===== config.mk =====
export PLATFORM = sky130hd
export DESIGN_NAME = sc_dev_flat
export DESIGN_NICKNAME = d
export VERILOG_FILES = /design/src/sc_pkg.sv /design/src/sc_link_if.sv /design/src/sc_dev.sv /design/src/flat_wrapper.sv
export SDC_FILE = /design/constraint.sdc
export NUM_CORES = 1
export LEC_CHECK = 0
export ABC_AREA = 1
export BUFFER_PORTS_ARGS = -buffer_cell sky130_fd_sc_hd__buf_2
export CAP_MARGIN = 0
export CORE_MARGIN = 10
export CORE_UTILIZATION = 50
export CTS_CLUSTER_SIZE = 16
export DETAILED_ROUTE_END_ITERATION = 16
export GPL_ROUTABILITY_DRIVEN = 0
export PLACE_DENSITY = 0.72
export SYNTH_ARGS = -nofsm -noshare
export SYNTH_HDL_FRONTEND = slang
export SYNTH_SLANG_ARGS = --single-unit

===== constraint.sdc =====
create_clock -name clock -period 5.47 [get_ports clock]
set_clock_uncertainty 0.2 [all_clocks]
set_input_delay 0.2735 -clock clock [delete_from_list [all_inputs] [get_ports clock]]
set_output_delay 0.2735 -clock clock [all_outputs]
set_load 0.05 [all_outputs]

===== src/sc_pkg.sv =====
`default_nettype none
package sc_pkg;
  // ---------------------------------------------------------------
  // Clock and timing
  // ---------------------------------------------------------------
  localparam int CLK_MHZ = 125;
  localparam int MOD_DIV = 128;
  localparam int OSC_START_US = 16000;
  localparam int OSC_START_CYC = OSC_START_US * CLK_MHZ;
  localparam logic [6:0] MOD_LAST = 7'(MOD_DIV - 1);
  localparam logic [7:0] IGN_CYC = 8'(MOD_DIV);
  localparam logic [3:0] SYS_STEP_PER = 4'h3;
  localparam logic [3:0] SELF_STEP_PER = 4'h6;
  localparam logic [3:0] SYS_CONV_PER = 4'h1;
  localparam logic [3:0] SELF_CONV_PER = 4'h3;
  localparam logic [11:0] RATE_RST = 12'h080;

  // ---------------------------------------------------------------
  // Calibration mode codes {hi, lo}
  // ---------------------------------------------------------------
  localparam logic [1:0] MODE_NORMAL = 2'h0;
  localparam logic [1:0] MODE_SELF = 2'h1;
  localparam logic [1:0] MODE_ZERO = 2'h2;
  localparam logic [1:0] MODE_SPAN = 2'h3;

  // ---------------------------------------------------------------
  // Coefficient defaults and span limits, in input codes
  // ---------------------------------------------------------------
  localparam logic [15:0] ZERO_COEF_RST = 16'h0000;
  localparam logic [15:0] SPAN_COEF_RST = 16'h4000;
  localparam logic [15:0] MID_CODE = 16'h8000;
  localparam logic [16:0] SPAN_MIN = 17'h03333;
  localparam logic [16:0] SPAN_MAX = 17'h08666;
  localparam logic [15:0] PFS_LIM = 16'h4333;
  localparam logic [2:0] GAIN_RST = 3'h0;

  // ---------------------------------------------------------------
  // Controller register map (APB byte addresses)
  // ---------------------------------------------------------------
  localparam logic [7:0] REG_CTRL = 8'h00;
  localparam logic [7:0] REG_RATE = 8'h04;
  localparam logic [7:0] REG_LEVEL = 8'h08;
  localparam logic [7:0] REG_STATUS = 8'h0C;
  localparam logic [7:0] REG_DATA = 8'h10;
  localparam int CTL_ZERO = 0;
  localparam int CTL_SPAN = 1;
  localparam int CTL_SELF = 2;
  localparam int CTL_GAIN_LO = 3;
  localparam int CTL_BIPOLAR = 6;
  localparam int ST_BUSY = 0;
  localparam int ST_MODE_HI = 1;
  localparam int ST_MODE_LO = 2;
  localparam int ST_READY = 3;
  localparam int ST_ZERO_DONE = 4;
  localparam int ST_SPAN_ERR = 5;
  localparam int ST_REFUSED = 6;
  localparam int ST_CLK_OK = 7;
  localparam int ST_CAL_NEEDED = 8;
endpackage : sc_pkg
`default_nettype wire


===== src/sc_link_if.sv =====
`default_nettype none
interface sc_link_if;
  logic setup_wr;
  logic cal_mode_hi;
  logic cal_mode_lo;
  logic [2:0] pga_gain;
  logic bipolar;
  logic [11:0] rate_div;
  logic [15:0] analog_input;
  logic data_rd;
  logic result_valid_n;
  logic mode_rb_hi;
  logic mode_rb_lo;
  logic [15:0] result_data;
  logic span_err;

  modport dev (
    input setup_wr, cal_mode_hi, cal_mode_lo, pga_gain, bipolar,
    input rate_div, analog_input, data_rd,
    output result_valid_n, mode_rb_hi, mode_rb_lo, result_data, span_err
  );
  modport host (
    output setup_wr, cal_mode_hi, cal_mode_lo, pga_gain, bipolar,
    output rate_div, analog_input, data_rd,
    input result_valid_n, mode_rb_hi, mode_rb_lo, result_data, span_err
  );
endinterface : sc_link_if
`default_nettype wire


===== src/sc_dev.sv =====
// Functional notes
// - Mode 1,0 starts zero-scale system calibration
// - Mode 1,1 starts full-scale system calibration
// - System step lasts three periods, self six, then mode 0,0
// - Ready goes inactive until new word exists
// - Ready asserts four periods after system command, nine after self
// - Deassert ready within one modulator cycle
// - Host ignores ready one modulator cycle
// - Zero step first, input held stable
// - Full-scale input held stable during step
// - Calibrate at currently selected gain
// - Bipolar zero point is midscale
// - Lone offset or gain rerun, other kept
// - Span 0.8 to 2.1, top below 1.05
// - Reset loads nominal coefficients
// - Host should calibrate after power-up
// - Host waits oscillator start-up first
// - Mode 0,1 selects self-calibration
// - Data read deasserts ready
`default_nettype none
module sc_dev
  import sc_pkg::*;
(
  input wire logic clock,
  input wire logic rst_n,
  sc_link_if.dev lnk,
  output logic [15:0] zero_coef,
  output logic [15:0] span_coef,
  output logic [2:0] gain_used,
  output logic busy
);
  typedef enum logic [1:0] {SC_IDLE, SC_CAL, SC_CONV} sc_state_t;

  sc_state_t state_q;
  logic [6:0] mod_cnt_q;
  logic [11:0] per_cnt_q;
  logic [3:0] left_q;
  logic [1:0] mode_q;
  logic [1:0] run_q;
  logic bip_q;
  logic drop_pend_q;
  logic rdy_n_q;
  logic [15:0] data_q;
  logic [15:0] zero_q;
  logic [15:0] span_q;
  logic [2:0] gain_q;
  logic err_q;
  logic mod_tick;
  logic out_tick;
  logic cmd;
  logic [1:0] cmd_mode;
  logic [16:0] raw_span;
  logic [16:0] full_span;
  logic [15:0] conv_word;
  logic [15:0] lvl_off;

  assign cmd_mode = {lnk.cal_mode_hi, lnk.cal_mode_lo};
  assign cmd = lnk.setup_wr && (cmd_mode != MODE_NORMAL);
  assign mod_tick = (mod_cnt_q == MOD_LAST);
  assign out_tick = mod_tick && (per_cnt_q == lnk.rate_div - 12'h001);
  assign lvl_off = lnk.analog_input - zero_q;
  assign conv_word = bip_q ? (lvl_off + MID_CODE) : lvl_off;
  assign raw_span = {1'b0, lnk.analog_input} - {1'b0, zero_q};
  assign full_span = bip_q ? {raw_span[15:0], 1'b0} : raw_span;

  // ---------------------------------------------------------------
  // Modulator and output-rate timebase
  // ---------------------------------------------------------------
  always_ff @(posedge clock or negedge rst_n) begin
    if (!rst_n) begin
      mod_cnt_q <= '0;
    end else if (cmd || mod_tick) begin
      mod_cnt_q <= '0;
    end else begin
      mod_cnt_q <= mod_cnt_q + 7'h01;
    end
  end

  always_ff @(posedge clock or negedge rst_n) begin
    if (!rst_n) begin
      per_cnt_q <= '0;
    end else if (cmd || out_tick) begin
      per_cnt_q <= '0;
    end else if (mod_tick) begin
      per_cnt_q <= per_cnt_q + 12'h001;
    end
  end

  // ---------------------------------------------------------------
  // Sequencer
  // ---------------------------------------------------------------
  always_ff @(posedge clock or negedge rst_n) begin
    if (!rst_n) begin
      state_q <= SC_IDLE;
      left_q <= '0;
      run_q <= MODE_NORMAL;
    end else if (cmd) begin
      state_q <= SC_CAL;
      run_q <= cmd_mode;
      left_q <= (cmd_mode == MODE_SELF) ? SELF_STEP_PER
                                        : SYS_STEP_PER;
    end else if (out_tick) begin
      case (state_q)
        SC_CAL: begin
          if (left_q == 4'h1) begin
            state_q <= SC_CONV;
            left_q <= (run_q == MODE_SELF) ? SELF_CONV_PER
                                           : SYS_CONV_PER;
          end else begin
            left_q <= left_q - 4'h1;
          end
        end
        SC_CONV: begin
          if (left_q == 4'h1) begin
            state_q <= SC_IDLE;
            run_q <= MODE_NORMAL;
          end else begin
            left_q <= left_q - 4'h1;
          end
        end
        SC_IDLE: begin
          state_q <= SC_IDLE;
        end
        default: begin
          state_q <= SC_IDLE;
        end
      endcase
    end
  end

  // ---------------------------------------------------------------
  // Mode field readback
  // ---------------------------------------------------------------
  always_ff @(posedge clock or negedge rst_n) begin
    if (!rst_n) begin
      mode_q <= MODE_NORMAL;
    end else if (cmd) begin
      mode_q <= cmd_mode;
    end else if (out_tick && state_q == SC_CAL && left_q == 4'h1) begin
      mode_q <= MODE_NORMAL;
    end
  end

  // ---------------------------------------------------------------
  // Range and gain latched per command
  // ---------------------------------------------------------------
  always_ff @(posedge clock or negedge rst_n) begin
    if (!rst_n) begin
      gain_q <= GAIN_RST;
      bip_q <= 1'b0;
    end else if (lnk.setup_wr) begin
      gain_q <= lnk.pga_gain;
      bip_q <= lnk.bipolar;
    end
  end

  // ---------------------------------------------------------------
  // Coefficients
  // ---------------------------------------------------------------
  always_ff @(posedge clock or negedge rst_n) begin
    if (!rst_n) begin
      zero_q <= ZERO_COEF_RST;
    end else if (out_tick && state_q == SC_CAL && left_q == 4'h1) begin
      if (run_q == MODE_ZERO) begin
        zero_q <= lnk.analog_input;
      end else if (run_q == MODE_SELF) begin
        zero_q <= ZERO_COEF_RST;
      end
    end
  end

  always_ff @(posedge clock or negedge rst_n) begin
    if (!rst_n) begin
      span_q <= SPAN_COEF_RST;
      err_q <= 1'b0;
    end else if (cmd) begin
      err_q <= 1'b0;
    end else if (out_tick && state_q == SC_CAL && left_q == 4'h1) begin
      if (run_q == MODE_SPAN) begin
        if (full_span < SPAN_MIN || full_span > SPAN_MAX ||
            lnk.analog_input >= PFS_LIM) begin
          err_q <= 1'b1;
        end else begin
          span_q <= raw_span[15:0];
        end
      end else if (run_q == MODE_SELF) begin
        span_q <= SPAN_COEF_RST;
      end
    end
  end

  // ---------------------------------------------------------------
  // Result word and ready flag
  // ---------------------------------------------------------------
  always_ff @(posedge clock or negedge rst_n) begin
    if (!rst_n) begin
      data_q <= '0;
    end else if (out_tick && (state_q == SC_IDLE ||
                 (state_q == SC_CONV && left_q == 4'h1))) begin
      data_q <= conv_word;
    end
  end

  always_ff @(posedge clock or negedge rst_n) begin
    if (!rst_n) begin
      drop_pend_q <= 1'b0;
    end else if (cmd) begin
      drop_pend_q <= 1'b1;
    end else if (mod_tick) begin
      drop_pend_q <= 1'b0;
    end
  end

  always_ff @(posedge clock or negedge rst_n) begin
    if (!rst_n) begin
      rdy_n_q <= 1'b1;
    end else if (out_tick && (state_q == SC_IDLE ||
                 (state_q == SC_CONV && left_q == 4'h1))) begin
      rdy_n_q <= 1'b0;
    end else if (drop_pend_q && mod_tick) begin
      rdy_n_q <= 1'b1;
    end else if (lnk.data_rd) begin
      rdy_n_q <= 1'b1;
    end else if (state_q != SC_IDLE && !drop_pend_q) begin
      rdy_n_q <= 1'b1;
    end
  end

  assign lnk.result_valid_n = rdy_n_q;
  assign lnk.mode_rb_hi = mode_q[1];
  assign lnk.mode_rb_lo = mode_q[0];
  assign lnk.result_data = data_q;
  assign lnk.span_err = err_q;
  assign zero_coef = zero_q;
  assign span_coef = span_q;
  assign gain_used = gain_q;

  always_ff @(posedge clock or negedge rst_n) begin
    if (!rst_n) begin
      busy <= 1'b0;
    end else begin
      busy <= cmd || (state_q != SC_IDLE &&
              !(out_tick && state_q == SC_CONV && left_q == 4'h1));
    end
  end
endmodule : sc_dev
`default_nettype wire


===== src/flat_wrapper.sv =====
// flat-port wrapper written by rule: the top's interface ports become plain ports
module sc_dev_flat import sc_pkg::*;
  (clock, rst_n, zero_coef, span_coef, gain_used, busy, lnk_setup_wr, lnk_cal_mode_hi, lnk_cal_mode_lo, lnk_pga_gain, lnk_bipolar, lnk_rate_div, lnk_analog_input, lnk_data_rd, lnk_result_valid_n, lnk_mode_rb_hi, lnk_mode_rb_lo, lnk_result_data, lnk_span_err);
  sc_link_if lnk_i ();
  input wire logic clock;
  input wire logic rst_n;
  output logic [15:0] zero_coef;
  output logic [15:0] span_coef;
  output logic [2:0] gain_used;
  output logic busy;
  input wire logic [$bits(lnk_i.setup_wr)-1:0] lnk_setup_wr;
  input wire logic [$bits(lnk_i.cal_mode_hi)-1:0] lnk_cal_mode_hi;
  input wire logic [$bits(lnk_i.cal_mode_lo)-1:0] lnk_cal_mode_lo;
  input wire logic [$bits(lnk_i.pga_gain)-1:0] lnk_pga_gain;
  input wire logic [$bits(lnk_i.bipolar)-1:0] lnk_bipolar;
  input wire logic [$bits(lnk_i.rate_div)-1:0] lnk_rate_div;
  input wire logic [$bits(lnk_i.analog_input)-1:0] lnk_analog_input;
  input wire logic [$bits(lnk_i.data_rd)-1:0] lnk_data_rd;
  output wire logic [$bits(lnk_i.result_valid_n)-1:0] lnk_result_valid_n;
  output wire logic [$bits(lnk_i.mode_rb_hi)-1:0] lnk_mode_rb_hi;
  output wire logic [$bits(lnk_i.mode_rb_lo)-1:0] lnk_mode_rb_lo;
  output wire logic [$bits(lnk_i.result_data)-1:0] lnk_result_data;
  output wire logic [$bits(lnk_i.span_err)-1:0] lnk_span_err;
  assign lnk_i.setup_wr = lnk_setup_wr;
  assign lnk_i.cal_mode_hi = lnk_cal_mode_hi;
  assign lnk_i.cal_mode_lo = lnk_cal_mode_lo;
  assign lnk_i.pga_gain = lnk_pga_gain;
  assign lnk_i.bipolar = lnk_bipolar;
  assign lnk_i.rate_div = lnk_rate_div;
  assign lnk_i.analog_input = lnk_analog_input;
  assign lnk_i.data_rd = lnk_data_rd;
  assign lnk_result_valid_n = lnk_i.result_valid_n;
  assign lnk_mode_rb_hi = lnk_i.mode_rb_hi;
  assign lnk_mode_rb_lo = lnk_i.mode_rb_lo;
  assign lnk_result_data = lnk_i.result_data;
  assign lnk_span_err = lnk_i.span_err;
  sc_dev u_core (.clock(clock), .rst_n(rst_n), .lnk(lnk_i), .zero_coef(zero_coef), .span_coef(span_coef), .gain_used(gain_used), .busy(busy));
endmodule

; Word-level counts from Yosys, hierarchy flattened
; Cells that the tools add are included.
[totals]
register_bits = 85
latch_bits = 0
mem_bits_rw = 0
mem_bits_ro = 0
input_bits = 38
output_inout_bits = 56
wordCells = 116
mem_count = 0
[op_classes]
add_sub_neg = 7
n_mul = 0
n_div = 0
magnitude_cmp = 3
eq_ne = 13
shift = 0
mux = 37
bitwise_logic = 1
n_reduce_logical = 40
[op_table]
columns = op, n
row1 = $mux W16, 6
row2 = $mux W12, 2
row3 = $reduce_bool A2 Y1, 12
row4 = $mux W2, 10
row5 = $gt A17 B16 Y1 const B, 1
row6 = $lt A17 B14 Y1 const B, 1
row7 = $mux W17, 1
row8 = $sub A16 B16 Y17, 1
row9 = $add A16 B16 Y16 const B, 1
row10 = $ge A16 B15 Y1 const B, 1
row11 = $mux W4, 4
row12 = $sub A16 B16 Y16, 1
row13 = $add A12 B1 Y12 const B, 1
row14 = $eq A12 B12 Y1, 1
row15 = $reduce_and A3 Y1, 4
row16 = $sub A12 B1 Y12 const B, 1
row17 = $logic_and A1 B1 Y1, 11
row18 = $mux W1, 10
row19 = $ne A3 B2 Y1 const B, 3
row20 = $pmux W4 S2, 1
row21 = $add A7 B1 Y7 const B, 1
row22 = $eq A7 B7 Y1 const B, 1
row23 = $mux W7, 1
row24 = $eq A2 B1 Y1 const B, 3
row25 = 14 further kinds, 22

; Logic depth before layout (Yosys ltp)
; Gate-level depths: netlist (run 1).
[depth]
depth_word = 9
mapped_depth = 24
mapped_depth_nobuf = 23

; Least setup slack after synthesis (run 1)
; OpenSTA, ideal clock, no wires.
[synth_timing]
path_kind = flip-flop to flip-flop
from = register u_core.zero_q[0], in the netlist u_core.zero_coef[0]
to = register u_core.span_q[10], in the netlist u_core.span_coef[10]
setup_ns = 0.119
t_arrival_ns = 2.711
required_time_ns = 5.151
setup_slack_ns = 2.440
path_stages_with_launch = 23
n_path_buf = 1
synth_period_minus_slack_ns = 3.030
path_cell_list = dfrtp_1 > ha_1 > inv_1 > fa_1 > nand2_1 > nand2_1 > nand3_1 > nand2_1 > nand2_1 > nand2_1 > nand2_1 > nand3_1 > nand2_1 > nand2_1 > nor2_1 > nand2_1 > nand2_1 > nand3_2 > nand2_4 > nand2_4 > buf_6 > nand2_1 > nand2_1
[synth_between]
elab_chain_cells = 7
elab_cells_between_ends = 10
cone_classes = 1 x add/sub / 2 x order compare / 1 x eq/ne / 3 x mux / 3 x reduce/logical
[synth_lines]
columns = element, line_no
row1 = start: declaration, sc_dev.sv:44  ; logic [15:0] zero_q;
row2 = start signal: assignment, sc_dev.sv:165  ; zero_q <= lnk.analog_input;
row3 = $sub A16 B16 Y17 (*), sc_dev.sv:63  ; assign raw_span = {1'b0, lnk.analog_input} - {1'b0, zero_q};
row4 = $mux W17, sc_dev.sv:64  ; assign full_span = bip_q ? {raw_span[15:0], 1'b0} : raw_span;
row5 = $lt A17 B14 Y1 / $gt A17 B16 Y1 (equally long branches), sc_dev.sv:180  ; if (full_span < SPAN_MIN || full_span > SPAN_MAX ||
row6 = $logic_or A1 B1 Y1 (2 in series), sc_dev.sv:180
row7 = $ne A2 B2 Y1 (no source line), -
row8 = $reduce_and A4 Y1 (no source line), -
row9 = end signal: assignment, sc_dev.sv:184  ; span_q <= raw_span[15:0];
row10 = end: declaration, sc_dev.sv:45  ; logic [15:0] span_q;
; Mark *: on every way between the ends. The rest lies on a longest branch, timed or not. The select of a mux whose other input is x is not followed.
; A chain may end at the register's enable or synchronous reset.

; Worst setup path after layout (run 1)
[layout_timing]
from = input port lnk_analog_input[0]
to = register u_core.span_q[15], in the netlist u_core.span_coef[15]
[layout_between]
elab_chain_cells = 7
elab_cells_between_ends = 11
cone_classes = 1 x add/sub / 3 x order compare / 1 x eq/ne / 3 x mux / 3 x reduce/logical
[layout_lines]
columns = element, line_no
row1 = start: declaration, flat_wrapper.sv:17  ; input wire logic [$bits(lnk_i.analog_input)-1:0] lnk_analog_input;
row2 = $sub A16 B16 Y17, sc_dev.sv:63
row3 = $mux W17, sc_dev.sv:64
row4 = $lt A17 B14 Y1 / $gt A17 B16 Y1 (equally long branches), sc_dev.sv:180
row5 = $logic_or A1 B1 Y1 (2 in series), sc_dev.sv:180
row6 = $ne A2 B2 Y1 (no source line), -
row7 = $reduce_and A4 Y1 (no source line), -
; Parallel ways exist; a longest one is shown, timed or not. The select of a mux whose other input is x is not followed.

==> run summary, run 1 <==
The proportion of netlist area held by the largest area contributor came out at 35.8%. The yosys synthesis warning count came out at 0. The clock power share is 36.9%. The worst setup path is launched from an input pin.

By area the synthesized netlist is led by sky130_fd_sc_hd__dfrtp_1 (36%), sky130_fd_sc_hd__nand2_1 (17%), sky130_fd_sc_hd__nand3_1 (6.7%). The combinational fraction of design power is a little over a fifth. The share of cell area taken by muxes after synthesis is 0.582%. The top-level I/O count came out at 94.

The run finished with clean final reports. The pre-CTS setup slack is roughly 2.4 ns. After detailed routing, the average wire length per cell comes to 13.4 µm. Sequential elements use 36.7% of the synthesized area. The first routing iteration left about 320 violations.

The share of the synthesized area in compound gates (AO/OA/AOI/OAI) is 8.90%. Wire segments on met2 add up to 6930 µm in the final route. The accumulated negative setup slack came out at 0 ns.

TritonCTS built the clock tree. In this run the standard cell core region covers roughly 0.011 mm². The number of global-route vias before repair is approximately 5,200.

Of the total synthesized cell area, the portion taken by full adders, half adders and majority gates is between 6 and 7%. Summing the areas of all and, or, nand and nor instances in the mapped netlist gives between 30 and 40% of the synthesized area. The floorplan has 39 rows. The routed wire length on met3 is 680 µm. In this run the tightest slew margin relative to its limit is 45.5%. Leaving out fill and tap cells, the most frequent cell in the layout is sky130_fd_sc_hd__nand2_1. The max-cap violation count came out at 0. The average instance in the mapped netlist occupies 7.16 µm². The fill cell total of the finished layout is 1,100.

The worst register-to-register path has a depth of 22. The minimum setup slack in the final design came out at 2.13 ns. The class of the most critical setup path is in -> reg.

The total number of vias came out at 5,239. Setup repair after global routing left no endpoint under its margin. The switching power is roughly 0.00052 W.

In this run the clock root is driven by a sky130_fd_sc_hd__clkbuf_16. The number of gates resized after CTS was 0. The uppermost metal layer occupied by signal nets is met4.

The post-route netlist has between 10% and 20% of its cells at a drive strength greater than 1. Net switching is between 30% and 40% of the power. The count of hold buffers inserted by post-cts repair is 8. The main combinational cell family by area after synthesis is simple AND/OR/NAND/NOR gates.

The number of hold violations in the final report is 0. The maximum fanout count along the critical path is 17. The chip width came out at 128 µm.

The number of buffers between clock root and the deepest sink is 2. The synthesis-to-layout area growth came out at 15.8%. The static power due to leakage is 3.61 nW. The HPWL reported at the end of detailed placement came out at 11,100 µm. The die boundary height is 128 µm. The H-tree generated during clock tree synthesis spans 3 levels. The transition time of the tightest slew-check pin came out at 0.818 ns. Based on the critical path, the design can be clocked at up to 299 MHz. The synthesized netlist devotes 4.38% of its cell area to XOR and XNOR gates. The total count of max-transition violations in the final report came out at 0.

For the worst setup path, the data required time is 5.56 ns. The first-pass iteration count of the detailed router came out at 4. The total die area came out at around 0.016 mm². The routed design has 14,100 µm of wire.

The post-synthesis instance area came out at approximately 0.0058 mm². The post-CTS setup repair buffer count is 0. In this run the worst hold path is classified as in -> reg.

The number of vias per cell is between 4 and 5. The number of unique standard cell types used by synthesis is 46. The proportion of synthesized flip-flops having asynchronous set or reset is 100%. On the final layout, the worst hold slack is 0.0142 ns.

The count of flip-flops with a built-in enable after synthesis came out at 0. The cell type with the largest total area after synthesis is sky130_fd_sc_hd__dfrtp_1. The DRC violation count after routing came out at 0. The number of nets with antenna violations after routing is 0. Data arrives at the worst endpoint at 3.43 ns.

The number of antenna violations at the first check in global routing was 0. Per report_power, the sequential group accounts for between 40 and 50% of the total. After the last flow step, the layout net total stands at 972. Internal power comes to 0.00116 W. The top cell types in the final layout, fill and taps aside, are sky130_fd_sc_hd__nand2_1 (262), sky130_fd_sc_hd__inv_1 (104), sky130_fd_sc_hd__buf_2 (92), sky130_fd_sc_hd__dfrtp_1 (83), sky130_fd_sc_hd__nand3_1 (78). The wire length of the first global-routing pass is 24,500 µm. The post-route minimum period came out at between 3 and 4 ns.

The setup violation total in the final timing report is 0. The register bit count reported by yosys is 85. The number of sinks on the clock net came out at 85. STA classifies the critical path endpoint as a register.

Entering global routing, the biggest net connects 67 pins. The worst supply voltage drop on vdd is approximately 140 µV. The number of buffers inserted during clock tree synthesis came out at 9. The number of instances on the worst hold path came out at 3. In the synthesized netlist the dominant register cell turns out to be sky130_fd_sc_hd__dfrtp_1.

For the worst-skew pair, the clock arrives at the later sink with an insertion delay of around 0.35 ns. The count of antenna diodes in the layout came out at 0. The total power after layout is 0.00168 W. The routed metal-1 wire length came out at about 6300 µm. The total power density per cell area is 250 mW/mm². The final worst-path cycle share came out at 61.1%. For this run, the share of the core covered by cells in the final layout is 59.1%. The total grt overflow is 0. The number of nets handed over by synthesis was 876.

During placement, the flow inserted port buffers numbering 93. The initial utilization of the core area, before any placement, comes to 51.0%. The combined global-route utilization of all metal layers is 18.0%. The synthesized netlist cell count came out at 810. The clock input transition at the sequential cells of the worst setup and hold paths came out at 0.06 ns.
==> area by class of cell <==
class / count / area, µm² / share of cell area (%)
Inverter: 110 / 413 / 6.14
Clock inverter: 5 / 60.1 / 0.894
Timing Repair Buffer: 104 / 571 / 8.49
Clock buffer: 11 / 243 / 3.61
Multi-Input combinational cell: 596 / 3130 / 46.5
Sequential cell: 85 / 2130 / 31.7
Tap cell: 143 / 179 / 2.66
==> Yosys cell counts, types with 3 or more instances <==
master and count:
sky130_fd_sc_hd__ha_1 27, sky130_fd_sc_hd__o21ai_0 24, sky130_fd_sc_hd__nand3b_1 3, sky130_fd_sc_hd__nor2_1 68, sky130_fd_sc_hd__xor2_1 21, sky130_fd_sc_hd__a21oi_1 18
sky130_fd_sc_hd__o22ai_1 3, sky130_fd_sc_hd__clkbuf_1 7, sky130_fd_sc_hd__inv_2 4, sky130_fd_sc_hd__nor4_1 3, sky130_fd_sc_hd__mux2_2 3, sky130_fd_sc_hd__inv_1 104
sky130_fd_sc_hd__nand3_1 78, sky130_fd_sc_hd__buf_6 6, sky130_fd_sc_hd__xnor2_1 8, sky130_fd_sc_hd__o21ai_2 21, sky130_fd_sc_hd__nand2_1 262, sky130_fd_sc_hd__nor2_2 4
sky130_fd_sc_hd__and2_1 5, sky130_fd_sc_hd__dfrtp_1 83, sky130_fd_sc_hd__nand4_1 9, sky130_fd_sc_hd__o21ai_1 7, sky130_fd_sc_hd__nand3_2 4, sky130_fd_sc_hd__nor3_1 7
==> sequential cells by signal, summed over array words and instances, names as in the netlist <==
name and count:
u_core.bip_q 1, u_core.busy 1, u_core.drop_pend_q 1, u_core.gain_used 3, u_core.left_q 4, u_core.lnk.result_data 16
u_core.lnk.result_valid_n 1, u_core.lnk.span_err 1, u_core.mod_cnt_q 7, u_core.mode_q 2, u_core.per_cnt_q 12, u_core.run_q 2
u_core.span_coef 16, u_core.state_q 2, u_core.zero_coef 16
==> power by group through the flow <==
stage / Clock, W / Sequential (W) / Combinational, W
final: 0.000620 / 0.000693 / 0.000368
after global routing: 0.000662 / 0.000698 / 0.000431
after CTS: 0.000635 / 0.000693 / 0.000371
after detailed placement: 0 / 0.000705 / 0.000365
after global placement: 0 / 0.000704 / 0.000359
after floorplan: 0 / 0.000719 / 0.000251
==> worst paths after layout <==
kind	start	end	slack (ns)
min	lnk_analog_input[12]	u_core.zero_coef[12]$_DFFE_PN0P_	0.01
max reg2reg	u_core.zero_coef[0]$_DFFE_PN0P_	u_core.span_coef[15]$_DFFE_PN0P_	2.41
min in group asynchronous	rst_n	u_core.per_cnt_q[0]$_DFFE_PN0P_	0.15
min reg2reg	u_core.mod_cnt_q[0]$_DFF_PN0_	u_core.mod_cnt_q[0]$_DFF_PN0_	0.25
max	lnk_analog_input[0]	u_core.span_coef[15]$_DFFE_PN0P_	2.13
max in group asynchronous	rst_n	u_core.lnk.result_data[15]$_DFFE_PN0P_	3.82
==> cell families after synthesis <==
group                      count (synthesis)
DFF                                       85
adders and majority gates                 28
muxes                                      3
and+or+nand+nor                          455
AOI/OAI and AO/OA                         81
buffers and inverters                    129
xor gates and xnor gates                  29
==> worst max-delay path, cell delays in order <==
cell and delay [ns]:
sky130_fd_sc_hd__dlygate4sd3_1 0.56, sky130_fd_sc_hd__buf_2 0.14, sky130_fd_sc_hd__inv_1 0.05, sky130_fd_sc_hd__ha_1 0.13
sky130_fd_sc_hd__inv_1 0.08, sky130_fd_sc_hd__fa_1 0.43, sky130_fd_sc_hd__nand2_1 0.08, sky130_fd_sc_hd__nand2_1 0.05
sky130_fd_sc_hd__nand3_1 0.08, sky130_fd_sc_hd__nand2_1 0.10, sky130_fd_sc_hd__nand2_1 0.11, sky130_fd_sc_hd__nand2_1 0.08
sky130_fd_sc_hd__nand2_1 0.10, sky130_fd_sc_hd__nand2_1 0.12, sky130_fd_sc_hd__nand2_1 0.08, sky130_fd_sc_hd__nand2_1 0.06
sky130_fd_sc_hd__nor2_1 0.08, sky130_fd_sc_hd__nand2_1 0.06, sky130_fd_sc_hd__nand2_1 0.07, sky130_fd_sc_hd__nand2_1 0.08
sky130_fd_sc_hd__nand3_2 0.12, sky130_fd_sc_hd__nand2_4 0.13, sky130_fd_sc_hd__nand2_4 0.20, sky130_fd_sc_hd__nand2_1 0.10
sky130_fd_sc_hd__nand2_1 0.06
==> through the flow <==
step / instance area, µm² / instances
2_1_floorplan: 5800 / 810
3_3_place_gp: 6340 / 1030
3_5_place_dp: 6340 / 1030
4_1_cts: 6720 / 1054
5_1_grt: 6720 / 1054
6_report: 6720 / 1054
==> routing by layer <==
metal | track usage [%] | vias to the layer above
met5 | 0 | -
met3 | 3.97 | 14
met4 | 5.56 | 0
met2 | 30.9 | 83
met1 | 22.1 | 2381
li1 | - | 2761
Note: power is estimated with default switching activity, not from simulation.
==> run 2, diff against run 1 <==
Settings changed: ABC_AREA 1 to 0.
Clock period 5.47 ns to 3.3 ns, I/O delays scaled along.
==> run summary, run 2 <==
Result of the run: finished with violations (was completed). The final reports fail on negative setup slack. The critical path startpoint category is a register (was input pin). Subtracting the final worst setup slack from the clock period gives 3.67 ns.

The area of the core came to 0.0110 mm² (was 0.0114 mm²). The number of unique standard cell types used by synthesis is 72 (was 46). The total number of vias came to 5,624 (was 5,239). The clock input transition at the sequential cells of the worst setup and hold paths is 0.07 ns (was 0.06 ns). The top-level I/O count came out at 94 (unchanged). The die boundary height was 127 µm (was 128 µm). The largest net degree at the start of global routing came out at 62 (was 67). The number of buffers between clock root and the deepest sink is 2 (unchanged). The remaining max-slew budget at the tightest pin is 23.5% (was 45.5%). The final worst-path cycle share came out at 111%.

The post-synthesis instance area is 0.00572 mm² (was 0.00580 mm²). The share of synthesized area occupied by flip-flops and latches came out at 37.3% (was 36.7%). The HPWL reported at the end of detailed placement came out at 12,200 µm (was 11,100 µm).

Top cells by instance count after synthesis: sky130_fd_sc_hd__nand2_1 (107), sky130_fd_sc_hd__dfrtp_1 (83), sky130_fd_sc_hd__o21ai_0 (61), sky130_fd_sc_hd__nor2_1 (45), sky130_fd_sc_hd__inv_1 (36) (was sky130_fd_sc_hd__nand2_1 (262), sky130_fd_sc_hd__inv_1 (104), sky130_fd_sc_hd__dfrtp_1 (83), sky130_fd_sc_hd__nand3_1 (78), sky130_fd_sc_hd__nor2_1 (68)). The total die area came out at 0.0161 mm² (was 0.0163 mm²). The transition time of the tightest slew-check pin is 1.15 ns (was 0.818 ns).

The number of nets produced by synthesis came to 727 (was 876). The yosys synthesis warning count was 0 (unchanged). The combined global-route utilization of all metal layers came out at 19.8% (was 18.0%). The count of non-filler cells in the finished layout is 977 (was 1,054). The number of rows in the core area is 38 (was 39).

Unrepaired setup endpoints after global routing: true (was false). The number of hold violations in the final report is 0 (unchanged). The endpoint kind of the worst setup timing path is a register (unchanged). The number of H-tree levels is 3 (unchanged). The minimum setup slack in the final design is -0.373 ns (was 2.13 ns). The setup violation total in the final timing report came out at 17 (was 0). The accumulated negative setup slack came out at -5.57 ns (was 0 ns). Most frequent cells in the layout: sky130_fd_sc_hd__nand2_1 (106), sky130_fd_sc_hd__buf_2 (92), sky130_fd_sc_hd__dfrtp_1 (78), sky130_fd_sc_hd__buf_4 (75), sky130_fd_sc_hd__o21ai_0 (60) (was sky130_fd_sc_hd__nand2_1 (262), sky130_fd_sc_hd__inv_1 (104), sky130_fd_sc_hd__buf_2 (92), sky130_fd_sc_hd__dfrtp_1 (83), sky130_fd_sc_hd__nand3_1 (78)). The proportion of synthesized flip-flops having asynchronous set or reset came to 100% (unchanged). The mean area per synthesized cell is 8.65 µm² (was 7.16 µm²). The total power density per cell area came out at 368 mW/mm² (was 250 mW/mm²).

The static power due to leakage is 3.47 nW (was 3.61 nW). The achievable clock frequency is 272 MHz. The net total in the final layout is 898 (was 972). The class of the worst hold path was in -> reg (unchanged). The number of global-route vias before repair is 5,545 (was 5,196). The number of vias per cell is 5.76 (was 4.97). The DRC violation count after routing came out at 0 (unchanged). The count of buffers inserted at the top-level ports came out at 93 (unchanged).

The count of antenna diodes in the layout came to 0 (unchanged). The worst supply voltage drop on vdd came out at 279 µV (was 143 µV). The number of antenna violations at the first check in global routing came out at 0 (unchanged). The post-layout utilization of the core came out at 67.7% (was 59.1%). The violation count after the first detailed-routing iteration was 377 (was 315). The synthesized netlist cell count is 661 (was 810).

The clock latency of the later-clocked register in the worst-skew pair is 0.35 ns (about the same). The critical path data arrival time came out at 3.69 ns (was 3.43 ns). The most frequent standard cell in the layout excluding fill and tap cells was sky130_fd_sc_hd__nand2_1 (unchanged).

The register bit count reported by yosys is 85 (unchanged). The initial cell density of the core is 51.8% (was 51.0%). The final wirelength came out at 16,300 µm (was 14,100 µm). The TritonCTS clock tree is built (unchanged).

The max-cap violation count came out at 0 (unchanged). The synthesis-to-layout area growth is 30.7% (was 15.8%). The minimum setup slack among reg-to-reg paths is -0.37 ns (was 2.41 ns). The number of sinks on the clock net was 85 (unchanged). The total count of max-transition violations in the final report came out at 0 (unchanged). The cell with the most instances after synthesis is sky130_fd_sc_hd__nand2_1 (unchanged). The share of post-route cells with drive strength above 1 came out at 28.8% (was 17.6%).

The chip width is 127 µm (was 128 µm). The first-pass iteration count of the detailed router came out at 5 (was 4). The number of buffers inserted during clock tree synthesis is 9 (unchanged). The count of flip-flops with a built-in enable after synthesis came out at 0 (unchanged). The cell total after placement is 936 (was 1,030). The pre-CTS setup slack is -0.312 ns (was 2.43 ns). The average wire per cell in the routed design was 16.7 µm (was 13.4 µm). The cell type with the largest total area after synthesis is sky130_fd_sc_hd__dfrtp_1 (unchanged). The most used flip-flop cell after synthesis was sky130_fd_sc_hd__dfrtp_1 (unchanged). The proportion of netlist area held by the largest area contributor is 36.3% (was 35.8%). The number of nets with antenna violations after routing is 0 (unchanged). Largest cells by area after synthesis: sky130_fd_sc_hd__dfrtp_1 (36%), sky130_fd_sc_hd__nand2_1 (7.0%), sky130_fd_sc_hd__ha_1 (5.9%) (was sky130_fd_sc_hd__dfrtp_1 (36%), sky130_fd_sc_hd__nand2_1 (17%), sky130_fd_sc_hd__nand3_1 (6.7%)). The clock root buffer was sky130_fd_sc_hd__clkbuf_16 (unchanged). The maximum fanout count along the critical path came out at 16 (was 17). The required time at the worst-slack endpoint is 3.32 ns (was 5.56 ns).

The fill cell total of the finished layout is 872 (was 1,100). The wire length of the first global-routing pass came out at 26,900 µm (was 24,500 µm). The class of the most critical setup path is reg -> reg (was in -> reg). The total grt overflow came to 0 (unchanged).
## run 2: layout make-up
cell class | instances | area [µm²] | share of cell area, %
Timing Repair Buffer | 193 | 1300 | 17.5
Multi-Input combinational cell | 506 | 3410 | 45.7
Clock buffer | 11 | 243 | 3.25
Clock inverter | 5 | 58.8 | 0.787
Sequential cell | 85 | 2140 | 28.6
Tap cell | 140 | 175 | 2.35
Inverter | 37 | 139 | 1.86
## run 2: critical path, stage by stage, from the launching register on
cell and delay, ns:
sky130_fd_sc_hd__dfrtp_2 0.39, sky130_fd_sc_hd__ha_4 0.14, sky130_fd_sc_hd__inv_2 0.03, sky130_fd_sc_hd__fa_2 0.34, sky130_fd_sc_hd__a21o_4 0.25, sky130_fd_sc_hd__a221oi_4 0.38
sky130_fd_sc_hd__nor2_4 0.11, sky130_fd_sc_hd__or3_1 0.37, sky130_fd_sc_hd__nand2_2 0.11, sky130_fd_sc_hd__o2111ai_4 0.14, sky130_fd_sc_hd__o31ai_4 0.23, sky130_fd_sc_hd__or3b_4 0.42
sky130_fd_sc_hd__buf_12 0.17, sky130_fd_sc_hd__o211ai_1 0.17, sky130_fd_sc_hd__nand2_1 0.08
## run 2: through the flow
| stage | area (µm²) | total power, W | hold WS (ns) |
|---|---|---|---|
| 2_1_floorplan | 5760 | 0.00144 | -0.331 |
| 3_3_place_gp | 6830 | 0.00165 | 0.0913 |
| 3_5_place_dp | 6830 | 0.00167 | 0.100 |
| 4_1_cts | 7390 | 0.00275 | 0.0108 |
| 5_1_grt | 7470 | 0.00286 | 0.0306 |
| 6_report | 7470 | 0.00275 | 0.0142 |
## run 2: routing by layer
metal | global-route usage, % | routed length (µm)
met1 | 23.2 | 6820
met2 | 34.1 | 8210
met3 | 5.96 | 927
met4 | 5.83 | 374
met5 | 0 | 0
## run 2: repair_timing
item / 4_1_cts / 5_1_grt
endpoints found under the hold margin: 81 / 0
resized for setup: 3 / 12
pin swaps: 2 / 4
setup buffers: 0 / 2
endpoints found under the setup margin: 17 / 19
hold buffers: 24 / 0
## run 2: final timing paths
check                                                         to                       startpoint  depth (start not counted)
hold reg to reg                    u_core.mod_cnt_q[0]$_DFF_PN0_    u_core.mod_cnt_q[0]$_DFF_PN0_                          1
setup reg to reg                 u_core.span_coef[1]$_DFFE_PN0P_  u_core.zero_coef[0]$_DFFE_PN0P_                         14
max in group asynchronous  u_core.lnk.result_valid_n$_DFFE_PN1P_                            rst_n                          3
setup / recovery                 u_core.span_coef[1]$_DFFE_PN0P_  u_core.zero_coef[0]$_DFFE_PN0P_                         14
hold / removal                   u_core.zero_coef[0]$_DFFE_PN0P_              lnk_analog_input[0]                          4
min in group asynchronous       u_core.zero_coef[10]$_DFFE_PN0P_                            rst_n                          2
## run 2: cells by family (layout without fill, tap and decap cells)
kind of cell	Yosys count	after routing	share of synthesized area [%]
adder cells (fa/ha/maj)	28	28	6.26
buffers and inverters	70	246	5.12
multiplexers	8	8	1.47
AO/OA/AOI/OAI	173	173	21.8
XOR/XNOR	43	43	6.72
flip-flops	85	85	37.3
AND/OR/NAND/NOR	254	254	21.3
## run 2: where the power goes
| group | total [W] | switching [W] | internal (W) |
|---|---|---|---|
| Combinational | 0.000622 | 0.000360 | 0.000262 |
| Sequential | 0.00108 | 0.0000164 | 0.00107 |
| Clock | 0.00104 | 0.000434 | 0.000609 |
